==> src/shared/dmacf_pkg.sv <==
// Constants for one DMA channel's control fields and its small transfer sequencer.
// Assumes a single 10 MHz system clock and a plain strobed register port.
`default_nettype none
package dmacf_pkg;
  // Register byte offsets
  localparam logic [7:0] OFF_CTRL = 8'h00;
  localparam logic [7:0] OFF_RADDR = 8'h04;
  localparam logic [7:0] OFF_WADDR = 8'h08;
  localparam logic [7:0] OFF_COUNT = 8'h0c;
  // Control word field positions
  localparam int EN_BIT = 0;
  localparam int HIPRI_BIT = 1;
  localparam int SIZE_LSB = 2;
  localparam int RINC_BIT = 4;
  localparam int WINC_BIT = 5;
  localparam int RSIZE_LSB = 6;
  localparam int RSEL_BIT = 10;
  localparam int CHAIN_LSB = 11;
  localparam int PACE_LSB = 15;
  localparam int BUSY_BIT = 24;
  localparam int CFG_W = 21;
  localparam logic [20:0] CFG_RESET = 21'h001800;
  localparam logic [3:0] OWN_CHANNEL = 4'h3;
  // Pacing source codes
  localparam logic [5:0] PACE_PERIPH_MAX = 6'h3a;
  localparam logic [5:0] PACE_TIMER0 = 6'h3b;
  localparam logic [5:0] PACE_TIMER1 = 6'h3c;
  localparam logic [5:0] PACE_TIMER2 = 6'h3d;
  localparam logic [5:0] PACE_TIMER3 = 6'h3e;
  localparam logic [5:0] PACE_ALWAYS = 6'h3f;
  // Transfer sizes
  localparam logic [1:0] SIZE_BYTE = 2'h0;
  localparam logic [1:0] SIZE_HALF = 2'h1;
  localparam logic [1:0] SIZE_WORD = 2'h2;
  typedef enum logic [2:0] {
    ST_IDLE = 3'b001,
    ST_WAIT = 3'b010,
    ST_XFER = 3'b100
  } dmacf_state_type;
endpackage : dmacf_pkg
`default_nettype wire

==> src/rtl/dmacf_channel.sv <==
// One DMA channel: control word, address registers, pacing select and sequencer.
// Assumes peripheral requests, timers and the bus side run on mclk_in.
// Overview of operation
// - Pacing codes 0x0..0x3a pick the peripheral request line of that index.
// - Code 0x3b picks timer 0, 0x3d timer 2, 0x3e timer 3.
// - Code 0x3f means a request is always present, unpaced.
// - A transfer is issued only while the selected pacing request allows.
// - On completion the channel triggers the channel named in the chain target.
// - Chain target equal to own number 3 disables chaining; resets to 3.
// - Ring select bit wraps read addresses when clear, write addresses when set.
// - Ring size zero disables wrapping; n keeps the address in 2^n bytes.
// - Wrap regions from 2 to 32768 bytes, naturally aligned.
// - Write increment set advances the write address every transfer.
// - Read increment set advances the read address every transfer.
// - Size field selects byte, halfword or word transfers.
// - Addresses advance by 1, 2 or 4 bytes matching the size.
// - Scheduler serves all high priority channels, then one low priority channel.
// - Priority changes issue order only, not the bus priority.
// - Enable set lets triggers start a sequence and make the channel busy.
// - Enable clear ignores triggers, stops issue, pauses with busy held.
// - Busy rises at sequence start, falls when the last transfer completes.
`timescale 1ns/1ps
`default_nettype none
module dmacf_channel #(
  parameter int REQ_LINES = 59,
  parameter int COUNT_W = 32
) (
  input wire logic mclk_in,
  input wire logic reset_n_in,
  input wire logic [7:0] reg_addr_in,
  input wire logic [31:0] reg_wdata_in,
  input wire logic reg_wr_in,
  input wire logic reg_rd_in,
  output logic [31:0] reg_rdata_out,
  input wire logic [REQ_LINES-1:0] peripheral_data_request_in,
  input wire logic [3:0] timer_tick_in,
  input wire logic chain_trigger_in,
  input wire logic xfer_done_in,
  output logic xfer_req_out,
  output logic [31:0] xfer_read_addr_out,
  output logic [31:0] xfer_write_addr_out,
  output logic [1:0] xfer_size_out,
  output logic high_priority_out,
  output logic busy_out,
  output logic chain_trigger_out,
  output logic [3:0] chain_target_out
);
  if (REQ_LINES < 59 || REQ_LINES > 64 || COUNT_W < 1 || COUNT_W > 32) begin : g_chk
    $error("dmacf_channel: unsupported parameter values");
  end

  function automatic logic [31:0] ring_next(input logic [31:0] old_a, input logic [31:0] step,
                                            input logic [3:0] n, input logic wrap);
    logic [31:0] mask;
    logic [31:0] sum;
    begin
      mask = (32'h1 << n) - 32'h1;
      sum = old_a + step;
      ring_next = (wrap && n != 4'h0) ? ((old_a & ~mask) | (sum & mask)) : sum;
    end
  endfunction : ring_next

  logic [20:0] cfg_ff;
  logic [31:0] raddr_ff;
  logic [31:0] waddr_ff;
  logic [COUNT_W-1:0] count_ff;
  logic [COUNT_W-1:0] remain_ff;
  logic [31:0] rdata_ff;
  logic chain_ff;
  logic [3:0] chain_tgt_ff;
  dmacf_pkg::dmacf_state_type state_ff;
  dmacf_pkg::dmacf_state_type nxt_state;

  wire en = cfg_ff[dmacf_pkg::EN_BIT];
  wire [1:0] size = cfg_ff[dmacf_pkg::SIZE_LSB +: 2];
  wire rinc = cfg_ff[dmacf_pkg::RINC_BIT];
  wire winc = cfg_ff[dmacf_pkg::WINC_BIT];
  wire [3:0] ring_n = cfg_ff[dmacf_pkg::RSIZE_LSB +: 4];
  wire ring_sel = cfg_ff[dmacf_pkg::RSEL_BIT];
  wire [3:0] chain_tgt = cfg_ff[dmacf_pkg::CHAIN_LSB +: 4];
  wire [5:0] pace_sel = cfg_ff[dmacf_pkg::PACE_LSB +: 6];

  wire wr_ctrl = reg_wr_in && reg_addr_in == dmacf_pkg::OFF_CTRL;
  wire wr_raddr = reg_wr_in && reg_addr_in == dmacf_pkg::OFF_RADDR;
  wire wr_waddr = reg_wr_in && reg_addr_in == dmacf_pkg::OFF_WADDR;
  wire wr_count = reg_wr_in && reg_addr_in == dmacf_pkg::OFF_COUNT;

  // Timer 1 takes the spare code 0x3c, keeping 0x3d for timer 2
  wire pace_req =
    (pace_sel <= dmacf_pkg::PACE_PERIPH_MAX) ? peripheral_data_request_in[pace_sel] :
    (pace_sel == dmacf_pkg::PACE_TIMER0) ? timer_tick_in[0] :
    (pace_sel == dmacf_pkg::PACE_TIMER1) ? timer_tick_in[1] :
    (pace_sel == dmacf_pkg::PACE_TIMER2) ? timer_tick_in[2] :
    (pace_sel == dmacf_pkg::PACE_TIMER3) ? timer_tick_in[3] :
    1'b1;

  // Reserved size code 3 is treated as word
  wire [31:0] step = (size == dmacf_pkg::SIZE_BYTE) ? 32'h1 :
                     (size == dmacf_pkg::SIZE_HALF) ? 32'h2 : 32'h4;

  // A write of the control word with enable set is itself a trigger
  wire trig = (wr_ctrl && reg_wdata_in[dmacf_pkg::EN_BIT]) || (chain_trigger_in && en);
  wire start = state_ff == dmacf_pkg::ST_IDLE && trig && count_ff != '0;
  wire done = state_ff == dmacf_pkg::ST_XFER && xfer_done_in;
  wire last = done && remain_ff == COUNT_W'(1);
  wire busy = state_ff != dmacf_pkg::ST_IDLE;

  wire [31:0] raddr_nxt = rinc ? ring_next(raddr_ff, step, ring_n, !ring_sel)
                               : raddr_ff;
  wire [31:0] waddr_nxt = winc ? ring_next(waddr_ff, step, ring_n, ring_sel)
                               : waddr_ff;

  wire [31:0] ctrl_view = {7'h0, busy, 3'h0, cfg_ff};
  wire [31:0] rd_mux =
    (reg_addr_in == dmacf_pkg::OFF_CTRL) ? ctrl_view :
    (reg_addr_in == dmacf_pkg::OFF_RADDR) ? raddr_ff :
    (reg_addr_in == dmacf_pkg::OFF_WADDR) ? waddr_ff :
    (reg_addr_in == dmacf_pkg::OFF_COUNT) ? 32'(count_ff) : 32'h0;

  always_comb begin
    nxt_state = state_ff;
    unique case (state_ff)
      dmacf_pkg::ST_IDLE: begin
        if (start) begin
          nxt_state = dmacf_pkg::ST_WAIT;
        end
      end
      dmacf_pkg::ST_WAIT: begin
        if (en && pace_req) begin
          nxt_state = dmacf_pkg::ST_XFER;
        end
      end
      dmacf_pkg::ST_XFER: begin
        if (last) begin
          nxt_state = dmacf_pkg::ST_IDLE;
        end else if (done) begin
          nxt_state = dmacf_pkg::ST_WAIT;
        end
      end
      default: nxt_state = dmacf_pkg::ST_IDLE;
    endcase
  end

  always_ff @(posedge mclk_in) begin
    if (!reset_n_in) begin
      state_ff <= dmacf_pkg::ST_IDLE;
      cfg_ff <= dmacf_pkg::CFG_RESET;
    end else begin
      state_ff <= nxt_state;
      if (wr_ctrl) begin
        cfg_ff <= reg_wdata_in[dmacf_pkg::CFG_W-1:0];
      end
    end
  end

  // Software writes win over the hardware advance in the same cycle
  always_ff @(posedge mclk_in) begin
    if (!reset_n_in) begin
      raddr_ff <= 32'h0;
      waddr_ff <= 32'h0;
    end else begin
      raddr_ff <= wr_raddr ? reg_wdata_in : (done ? raddr_nxt : raddr_ff);
      waddr_ff <= wr_waddr ? reg_wdata_in : (done ? waddr_nxt : waddr_ff);
    end
  end

  always_ff @(posedge mclk_in) begin
    if (!reset_n_in) begin
      count_ff <= '0;
      remain_ff <= '0;
    end else begin
      if (wr_count) begin
        count_ff <= reg_wdata_in[COUNT_W-1:0];
      end
      remain_ff <= start ? count_ff : (done ? remain_ff - COUNT_W'(1) : remain_ff);
    end
  end

  always_ff @(posedge mclk_in) begin
    if (!reset_n_in) begin
      chain_ff <= 1'b0;
      chain_tgt_ff <= dmacf_pkg::OWN_CHANNEL;
      rdata_ff <= 32'h0;
    end else begin
      chain_ff <= last && chain_tgt != dmacf_pkg::OWN_CHANNEL;
      chain_tgt_ff <= last ? chain_tgt : chain_tgt_ff;
      rdata_ff <= reg_rd_in ? rd_mux : 32'h0;
    end
  end

  assign reg_rdata_out = rdata_ff;
  assign xfer_req_out = state_ff == dmacf_pkg::ST_XFER;
  assign xfer_read_addr_out = raddr_ff;
  assign xfer_write_addr_out = waddr_ff;
  assign xfer_size_out = size;
  // Only orders issue in the outside scheduler; bus priority untouched
  assign high_priority_out = cfg_ff[dmacf_pkg::HIPRI_BIT];
  assign busy_out = busy;
  assign chain_trigger_out = chain_ff;
  assign chain_target_out = chain_tgt_ff;

  // Pause length, watched only by the long-pause check
  logic [2:0] pause_cnt_ff;
  wire paused = state_ff == dmacf_pkg::ST_WAIT && !en;
  always_ff @(posedge mclk_in) begin
    if (!reset_n_in) begin
      pause_cnt_ff <= 3'h0;
    end else if (!paused) begin
      pause_cnt_ff <= 3'h0;
    end else if (!(&pause_cnt_ff)) begin
      pause_cnt_ff <= pause_cnt_ff + 3'h1;
    end
  end

  a_periph_select: assert property (@(posedge mclk_in) disable iff (!reset_n_in)
    pace_sel <= dmacf_pkg::PACE_PERIPH_MAX |-> pace_req == peripheral_data_request_in[pace_sel])
    else $error("pacing request does not follow selected peripheral line");
  a_timer_select: assert property (@(posedge mclk_in) disable iff (!reset_n_in)
    pace_sel == dmacf_pkg::PACE_TIMER0 |-> pace_req == timer_tick_in[0])
    else $error("timer 0 pacing not selected");
  a_unpaced_issue: assert property (@(posedge mclk_in) disable iff (!reset_n_in)
    state_ff == dmacf_pkg::ST_WAIT && en && pace_sel == dmacf_pkg::PACE_ALWAYS |=> xfer_req_out)
    else $error("unpaced channel did not issue");
  a_paced_hold: assert property (@(posedge mclk_in) disable iff (!reset_n_in)
    state_ff == dmacf_pkg::ST_WAIT && !pace_req |=> !xfer_req_out)
    else $error("transfer issued without pacing request");
  a_chain_fire: assert property (@(posedge mclk_in) disable iff (!reset_n_in)
    last && chain_tgt != dmacf_pkg::OWN_CHANNEL |=>
      chain_trigger_out && chain_target_out == $past(chain_tgt))
    else $error("chain trigger missing after completion");
  a_chain_off: assert property (@(posedge mclk_in) disable iff (!reset_n_in)
    !(last && chain_tgt != dmacf_pkg::OWN_CHANNEL) |=> !chain_trigger_out)
    else $error("chain trigger without enabled chaining");
  a_write_step: assert property (@(posedge mclk_in) disable iff (!reset_n_in)
    done && winc && ring_n == 4'h0 && !wr_waddr |=> waddr_ff == $past(waddr_ff) + $past(step))
    else $error("write address did not advance by transfer size");
  a_read_fixed: assert property (@(posedge mclk_in) disable iff (!reset_n_in)
    done && !rinc && !wr_raddr |=> $stable(raddr_ff))
    else $error("read address moved without increment");
  a_ring_upper: assert property (@(posedge mclk_in) disable iff (!reset_n_in)
    done && winc && ring_sel && ring_n != 4'h0 && !wr_waddr |=>
      (waddr_ff >> $past(ring_n)) == ($past(waddr_ff) >> $past(ring_n)))
    else $error("ring wrap changed upper address bits");
  a_pause_busy: assert property (@(posedge mclk_in) disable iff (!reset_n_in)
    state_ff == dmacf_pkg::ST_WAIT && !en |=> busy_out && !xfer_req_out)
    else $error("paused channel lost busy or issued");
  a_busy_start: assert property (@(posedge mclk_in) disable iff (!reset_n_in)
    !busy_out && wr_ctrl && reg_wdata_in[dmacf_pkg::EN_BIT] && count_ff != '0 |=> busy_out)
    else $error("enabled trigger did not start sequence");
  a_busy_end: assert property (@(posedge mclk_in) disable iff (!reset_n_in)
    last |=> !busy_out ##1 !xfer_req_out)
    else $error("busy held after last transfer");

  // Sequencing, pause and busy
  a_long_pause: assert property (@(posedge mclk_in) disable iff (!reset_n_in)
    &pause_cnt_ff |-> busy_out && !xfer_req_out)
    else $error("long pause lost busy or issued");
  a_idle_ignore: assert property (@(posedge mclk_in) disable iff (!reset_n_in)
    !busy_out && !en && !wr_ctrl |=> !busy_out)
    else $error("disabled channel accepted a trigger");
  a_chain_start: assert property (@(posedge mclk_in) disable iff (!reset_n_in)
    !busy_out && en && chain_trigger_in && count_ff != '0 |=> busy_out)
    else $error("chain trigger did not start sequence");
  a_pause_resume: assert property (@(posedge mclk_in) disable iff (!reset_n_in)
    paused ##1 (en && pace_req) |=> xfer_req_out)
    else $error("resumed channel did not issue");
  a_busy_hold: assert property (@(posedge mclk_in) disable iff (!reset_n_in)
    busy_out && !last |=> busy_out)
    else $error("busy fell before last transfer");
  a_busy_rise: assert property (@(posedge mclk_in) disable iff (!reset_n_in)
    $rose(busy_out) |-> $past(start))
    else $error("busy rose without a sequence start");
  a_req_hold: assert property (@(posedge mclk_in) disable iff (!reset_n_in)
    xfer_req_out && !xfer_done_in |=> xfer_req_out && busy_out)
    else $error("outstanding transfer dropped");
  a_issue_gap: assert property (@(posedge mclk_in) disable iff (!reset_n_in)
    done |=> !xfer_req_out)
    else $error("transfer issued without a pacing check");

  // Pacing selection
  a_timer1_select: assert property (@(posedge mclk_in) disable iff (!reset_n_in)
    pace_sel == dmacf_pkg::PACE_TIMER1 |-> pace_req == timer_tick_in[1])
    else $error("timer 1 pacing not selected");
  a_timer2_select: assert property (@(posedge mclk_in) disable iff (!reset_n_in)
    pace_sel == dmacf_pkg::PACE_TIMER2 |-> pace_req == timer_tick_in[2])
    else $error("timer 2 pacing not selected");
  a_timer3_select: assert property (@(posedge mclk_in) disable iff (!reset_n_in)
    pace_sel == dmacf_pkg::PACE_TIMER3 |-> pace_req == timer_tick_in[3])
    else $error("timer 3 pacing not selected");
  a_always_request: assert property (@(posedge mclk_in) disable iff (!reset_n_in)
    pace_sel == dmacf_pkg::PACE_ALWAYS |-> pace_req)
    else $error("permanent request missing");
  a_paced_issue: assert property (@(posedge mclk_in) disable iff (!reset_n_in)
    state_ff == dmacf_pkg::ST_WAIT && en && pace_req |=> xfer_req_out)
    else $error("paced channel did not issue");

  // Address stepping and wrap
  a_write_fixed: assert property (@(posedge mclk_in) disable iff (!reset_n_in)
    done && !winc && !wr_waddr |=> $stable(waddr_ff))
    else $error("write address moved without increment");
  a_byte_step: assert property (@(posedge mclk_in) disable iff (!reset_n_in)
    done && rinc && ring_n == 4'h0 && size == dmacf_pkg::SIZE_BYTE && !wr_raddr |=>
      raddr_ff == $past(raddr_ff) + 32'h1)
    else $error("byte read step wrong");
  a_half_step: assert property (@(posedge mclk_in) disable iff (!reset_n_in)
    done && rinc && ring_n == 4'h0 && size == dmacf_pkg::SIZE_HALF && !wr_raddr |=>
      raddr_ff == $past(raddr_ff) + 32'h2)
    else $error("halfword read step wrong");
  a_word_step: assert property (@(posedge mclk_in) disable iff (!reset_n_in)
    done && winc && ring_n == 4'h0 && size == dmacf_pkg::SIZE_WORD && !wr_waddr |=>
      waddr_ff == $past(waddr_ff) + 32'h4)
    else $error("word write step wrong");
  a_ring_unsel: assert property (@(posedge mclk_in) disable iff (!reset_n_in)
    done && rinc && ring_sel && ring_n != 4'h0 && size == dmacf_pkg::SIZE_BYTE && !wr_raddr
      |=> raddr_ff == $past(raddr_ff) + 32'h1)
    else $error("read address wrapped while ring selects writes");
  a_ring_read_upper: assert property (@(posedge mclk_in) disable iff (!reset_n_in)
    done && rinc && !ring_sel && ring_n != 4'h0 && !wr_raddr |=>
      (raddr_ff >> $past(ring_n)) == ($past(raddr_ff) >> $past(ring_n)))
    else $error("read ring wrap changed upper address bits");
  a_ring_read_low: assert property (@(posedge mclk_in) disable iff (!reset_n_in)
    done && rinc && !ring_sel && ring_n != 4'h0 && !wr_raddr |=>
      ((raddr_ff ^ ($past(raddr_ff) + $past(step))) & ((32'h1 << $past(ring_n)) - 32'h1))
        == 32'h0)
    else $error("read ring wrap lost low address bits");
  a_ring_write_low: assert property (@(posedge mclk_in) disable iff (!reset_n_in)
    done && winc && ring_sel && ring_n != 4'h0 && !wr_waddr |=>
      ((waddr_ff ^ ($past(waddr_ff) + $past(step))) & ((32'h1 << $past(ring_n)) - 32'h1))
        == 32'h0)
    else $error("write ring wrap lost low address bits");

  // Chaining
  a_chain_pulse: assert property (@(posedge mclk_in) disable iff (!reset_n_in)
    chain_trigger_out |=> !chain_trigger_out)
    else $error("chain trigger longer than one cycle");
  a_chain_own: assert property (@(posedge mclk_in) disable iff (!reset_n_in)
    chain_trigger_out |-> chain_target_out != dmacf_pkg::OWN_CHANNEL)
    else $error("chain trigger aimed at own channel");

  c_full_run: cover property (@(posedge mclk_in) disable iff (!reset_n_in) start ##[1:20] last);
  c_chain: cover property (@(posedge mclk_in) disable iff (!reset_n_in) chain_trigger_out);
  c_pause: cover property (@(posedge mclk_in) disable iff (!reset_n_in)
    busy_out && !en ##1 busy_out && en);
  c_ring_wrap: cover property (@(posedge mclk_in) disable iff (!reset_n_in)
    done && ring_n != 4'h0);
  c_paced_issue: cover property (@(posedge mclk_in) disable iff (!reset_n_in)
    state_ff == dmacf_pkg::ST_WAIT && en && pace_sel != dmacf_pkg::PACE_ALWAYS && pace_req);
endmodule : dmacf_channel
`default_nettype wire

==> config.mk <==
export PLATFORM = sky130hd
export DESIGN_NAME = dmacf_channel
export DESIGN_NICKNAME = d
export VERILOG_FILES = /design/src/shared/dmacf_pkg.sv /design/src/rtl/dmacf_channel.sv
export SDC_FILE = /design/constraint.sdc
export NUM_CORES = 1
export LEC_CHECK = 0
export BUFFER_PORTS_ARGS = -buffer_cell sky130_fd_sc_hd__buf_4
export CORE_ASPECT_RATIO = 0.5
export CORE_MARGIN = 4
export CORE_UTILIZATION = 25
export DETAILED_ROUTE_END_ITERATION = 6
export GPL_TIMING_DRIVEN = 0
export PLACE_DENSITY = 0.4
export RECOVER_POWER = 25
export SLEW_MARGIN = 10
export SYNTH_ARGS = -nofsm -noshare
export SYNTH_HDL_FRONTEND = slang
export SYNTH_SLANG_ARGS = --single-unit
==> constraint.sdc <==
create_clock -name mclk_in -period 5.12 [get_ports mclk_in]
set_input_delay 1.024 -clock mclk_in [delete_from_list [all_inputs] [get_ports mclk_in]]
set_output_delay 1.024 -clock mclk_in [all_outputs]
set_load 0.1 [all_outputs]
==> impl_results.md <==
* Vert. Die Dim at 152 µm
* Crit-path slowest cell: nor3_1
* CTS Sinks at 189
* Rel. slew slack at between 15 and 20%
* Final worst clock skew at roughly 0.016 ns
* Maxcap violations at 0
* Num CTS Buffers at 17
* Crit end category: register
* Setup violations, final at 0
* Worst-case clock buffer depth at 2
* Skew-Pair Late Insertion Delay at ~0.46 ns
* Slowest stage delay, CP at 0.77 ns
* Mapped Area at 10400 µm²
* Placed Cells at a little under 2000
* Syn_nets at ~1300
* Non-filler cells, final at approximately 2000
* Synth Warn # at 0
* Hold crit path type: register to register
* Grt ovf at 0
* Via count at around 11000
* Syn-to-layout area delta at 24.7%
* Post-synthesis sequential area ratio at 36.3%
* Most common cell on crit path: clkbuf_1
* DP HPWL at 39700 µm
* Hold Violations, Final at 0
* Cell accounting for the most synthesized area: dfxtp_1
* Least-Margin Pin Slew at 1.27 ns
* WHS at 0.468 ns
* Main synth FF type: dfxtp_1
* H-tree depth at 4
* First-pass GRT wire length at between 70000 and 80000 µm
* Final nets at between 1500 and 2000
* CP cell instances: clkbuf_1 > buf_1 > nor2_1 > nand3b_1 > ha_1 > clkbuf_1 > nor4b_1 > o211ai_1 > nor3_1 > nand3_1 > xor2_1 > a211oi_1
* RSZ-0062 raised after global routing: no
* Die width at a little under 300 µm
* Fmax at about 220 MHz
* I/O Buffers at around 210
* DRC violations left at 0
* Kind of critical path: register to register
* Fin crit share at around 87%
* Initial Utilization at about a quarter
* Drt wl/cell at roughly 25 µm
* Post-synth ARST share at 0%
* Leak Pwr at around 4.7 nW
* Slew Viols, Final at 0
* Vias/cell at ~5.3
* # rows at between 50 and 60
* Io pins at between 200 and 250
* Fillers at 4328
* EDFF count, synth at 0
* Crit path DAT at 4.82 ns
* Vias in the first global route at between 10000 and 15000
* Initial antenna violation count at 1
* Postcts setup bufs at 0
* Cell Pwr Density at 233 nW/µm²
* Period minus WS final at ~4.4 ns
* Crit path max fanout at 10
* Synth area leaders: dfxtp_1 (36%), mux4_2 (7.1%), mux2i_1 (4.7%), nand2_1 (4.6%), nor2_1 (4.5%)
* Yosys reg bits at roughly 190
* Layout cells sized above 1 at 16.0%
* WL final at just over 50000 µm
* Post-synth cell types at 74
* Setup TNS at 0 ns
* Die Footprint at between 40000 and 50000 µm²
* Antenna Cells at 0
* Starting DRC count in detailed routing at about 970
* Routability-driven placement congestion ratio at ~0.91
* TritonCTS clock tree: yes
* Clk slew on worst S/H paths at around 0.080 ns
* CTS root buffer: clkbuf_16
* Syn Area/Cell at roughly 8.6 µm²
* Global Route Usage Sum at 21.8%
* Core footprint at between 40000 and 50000 µm²
* Share of Yosys cell area claimed by the top area cell type at between 30% and 40%
* VDD IR max at 0.000186 V
* Largest net degree at the start of global routing at 18
* Data required, critical path at around 5.5 ns
* Critical path startpoint category: register
* Core Util, Final at 31.9%
* DR pass1 iterations at 5
* Status: finished, final reports clean
* CTS Hold Bufs at 0
* Syn Inst Count at about 1200
* Remaining antenna violation count at 0
* Post-CTS Resized at 0
worst paths after layout:
kind                                           from             endpoint  slack, ns  cells after the start
worst max register to register            cfg_ff[9]             register       0.67                     12
worst max-delay path                      cfg_ff[9]             register       0.67                     12
worst min register to register  chain_target_out[2]  chain_target_out[2]       0.47                      2
worst min-delay path            chain_target_out[2]  chain_target_out[2]       0.47                      2
cells in the mapped netlist (20+ instances only):
master    number
mux2i_1       49
mux4_2        33
nor3_1        34
a21oi_1       90
a211oi_1      41
o21ai_0       31
dfxtp_1      189
nor2_1       126
nand2_1      129
nor2b_1       28
xnor2_1       20
xor2_1        35
clkbuf_1      71
nand3_1       60
metrics by stage:
stage          setup slack [ns]  cell area, µm²  total power, mW
2_1_floorplan              1.44           10400             1.58
3_3_place_gp              0.804           12700             1.70
3_5_place_dp              0.831           12700             1.71
4_1_cts                   0.802           13300             3.07
5_1_grt                   0.391           13000             3.13
6_report                  0.671           13000             3.03
where the power goes:
group | internal [mW] | switching [mW]
clock | 0.683 | 0.678
sequential | 1.47 | 0.00302
combinational | 0.0835 | 0.116
total | 2.24 | 0.797
layout by cell type (no fill, tap or decap), drive strengths merged, types with 41 or more instances in the layout:
cell type  Yosys  layout
a211oi        41      41
a21oi         93      93
buf           19     160
clkbuf        71     162
dfxtp        189     189
mux2i         49      49
nand2        129     129
nand3         60      60
nor2         126     126
worst max-delay path: cells and delay by family, from the launching register on:
family	cells	cell delay (ns)
AND/OR/NAND/NOR	5	1.74
XOR/XNOR	1	0.19
flip-flops	1	0.46
adder cells (fa/ha/maj)	1	0.15
AO/OA/AOI/OAI	2	0.51
buffers and inverters	3	1.29
metal layers:
layer	share of wire, %	GRT usage (%)	wire length (µm)
met1	46	30.4	23600
met2	45	34.0	23000
met3	7.0	5.41	3550
met4	1.5	4.93	763
met5	0	0	0
area by class of cell:
type | count | area [µm²] | area share, %
plain buffers | 90 | 355 | 2.73
clock buffers | 18 | 429 | 3.30
clock inverters | 13 | 135 | 1.04
inverters | 11 | 41.3 | 0.318
multi-input cells | 927 | 6250 | 48.1
flip-flops and latches | 189 | 3780 | 29.1
well taps | 540 | 676 | 5.20
repair buffers | 214 | 1330 | 10.3
cell families after synthesis:
family / after synthesis / synth area share, %
AO/OA/AOI/OAI: 266 / 17.0
AND/OR/NAND/NOR: 511 / 24.7
flip-flops: 189 / 36.3
multiplexers: 83 / 11.9
buffers and inverters: 101 / 3.80
XOR/XNOR: 55 / 4.62
adder cells (fa/ha/maj): 12 / 1.58
Note: power is estimated with default switching activity, not from simulation.
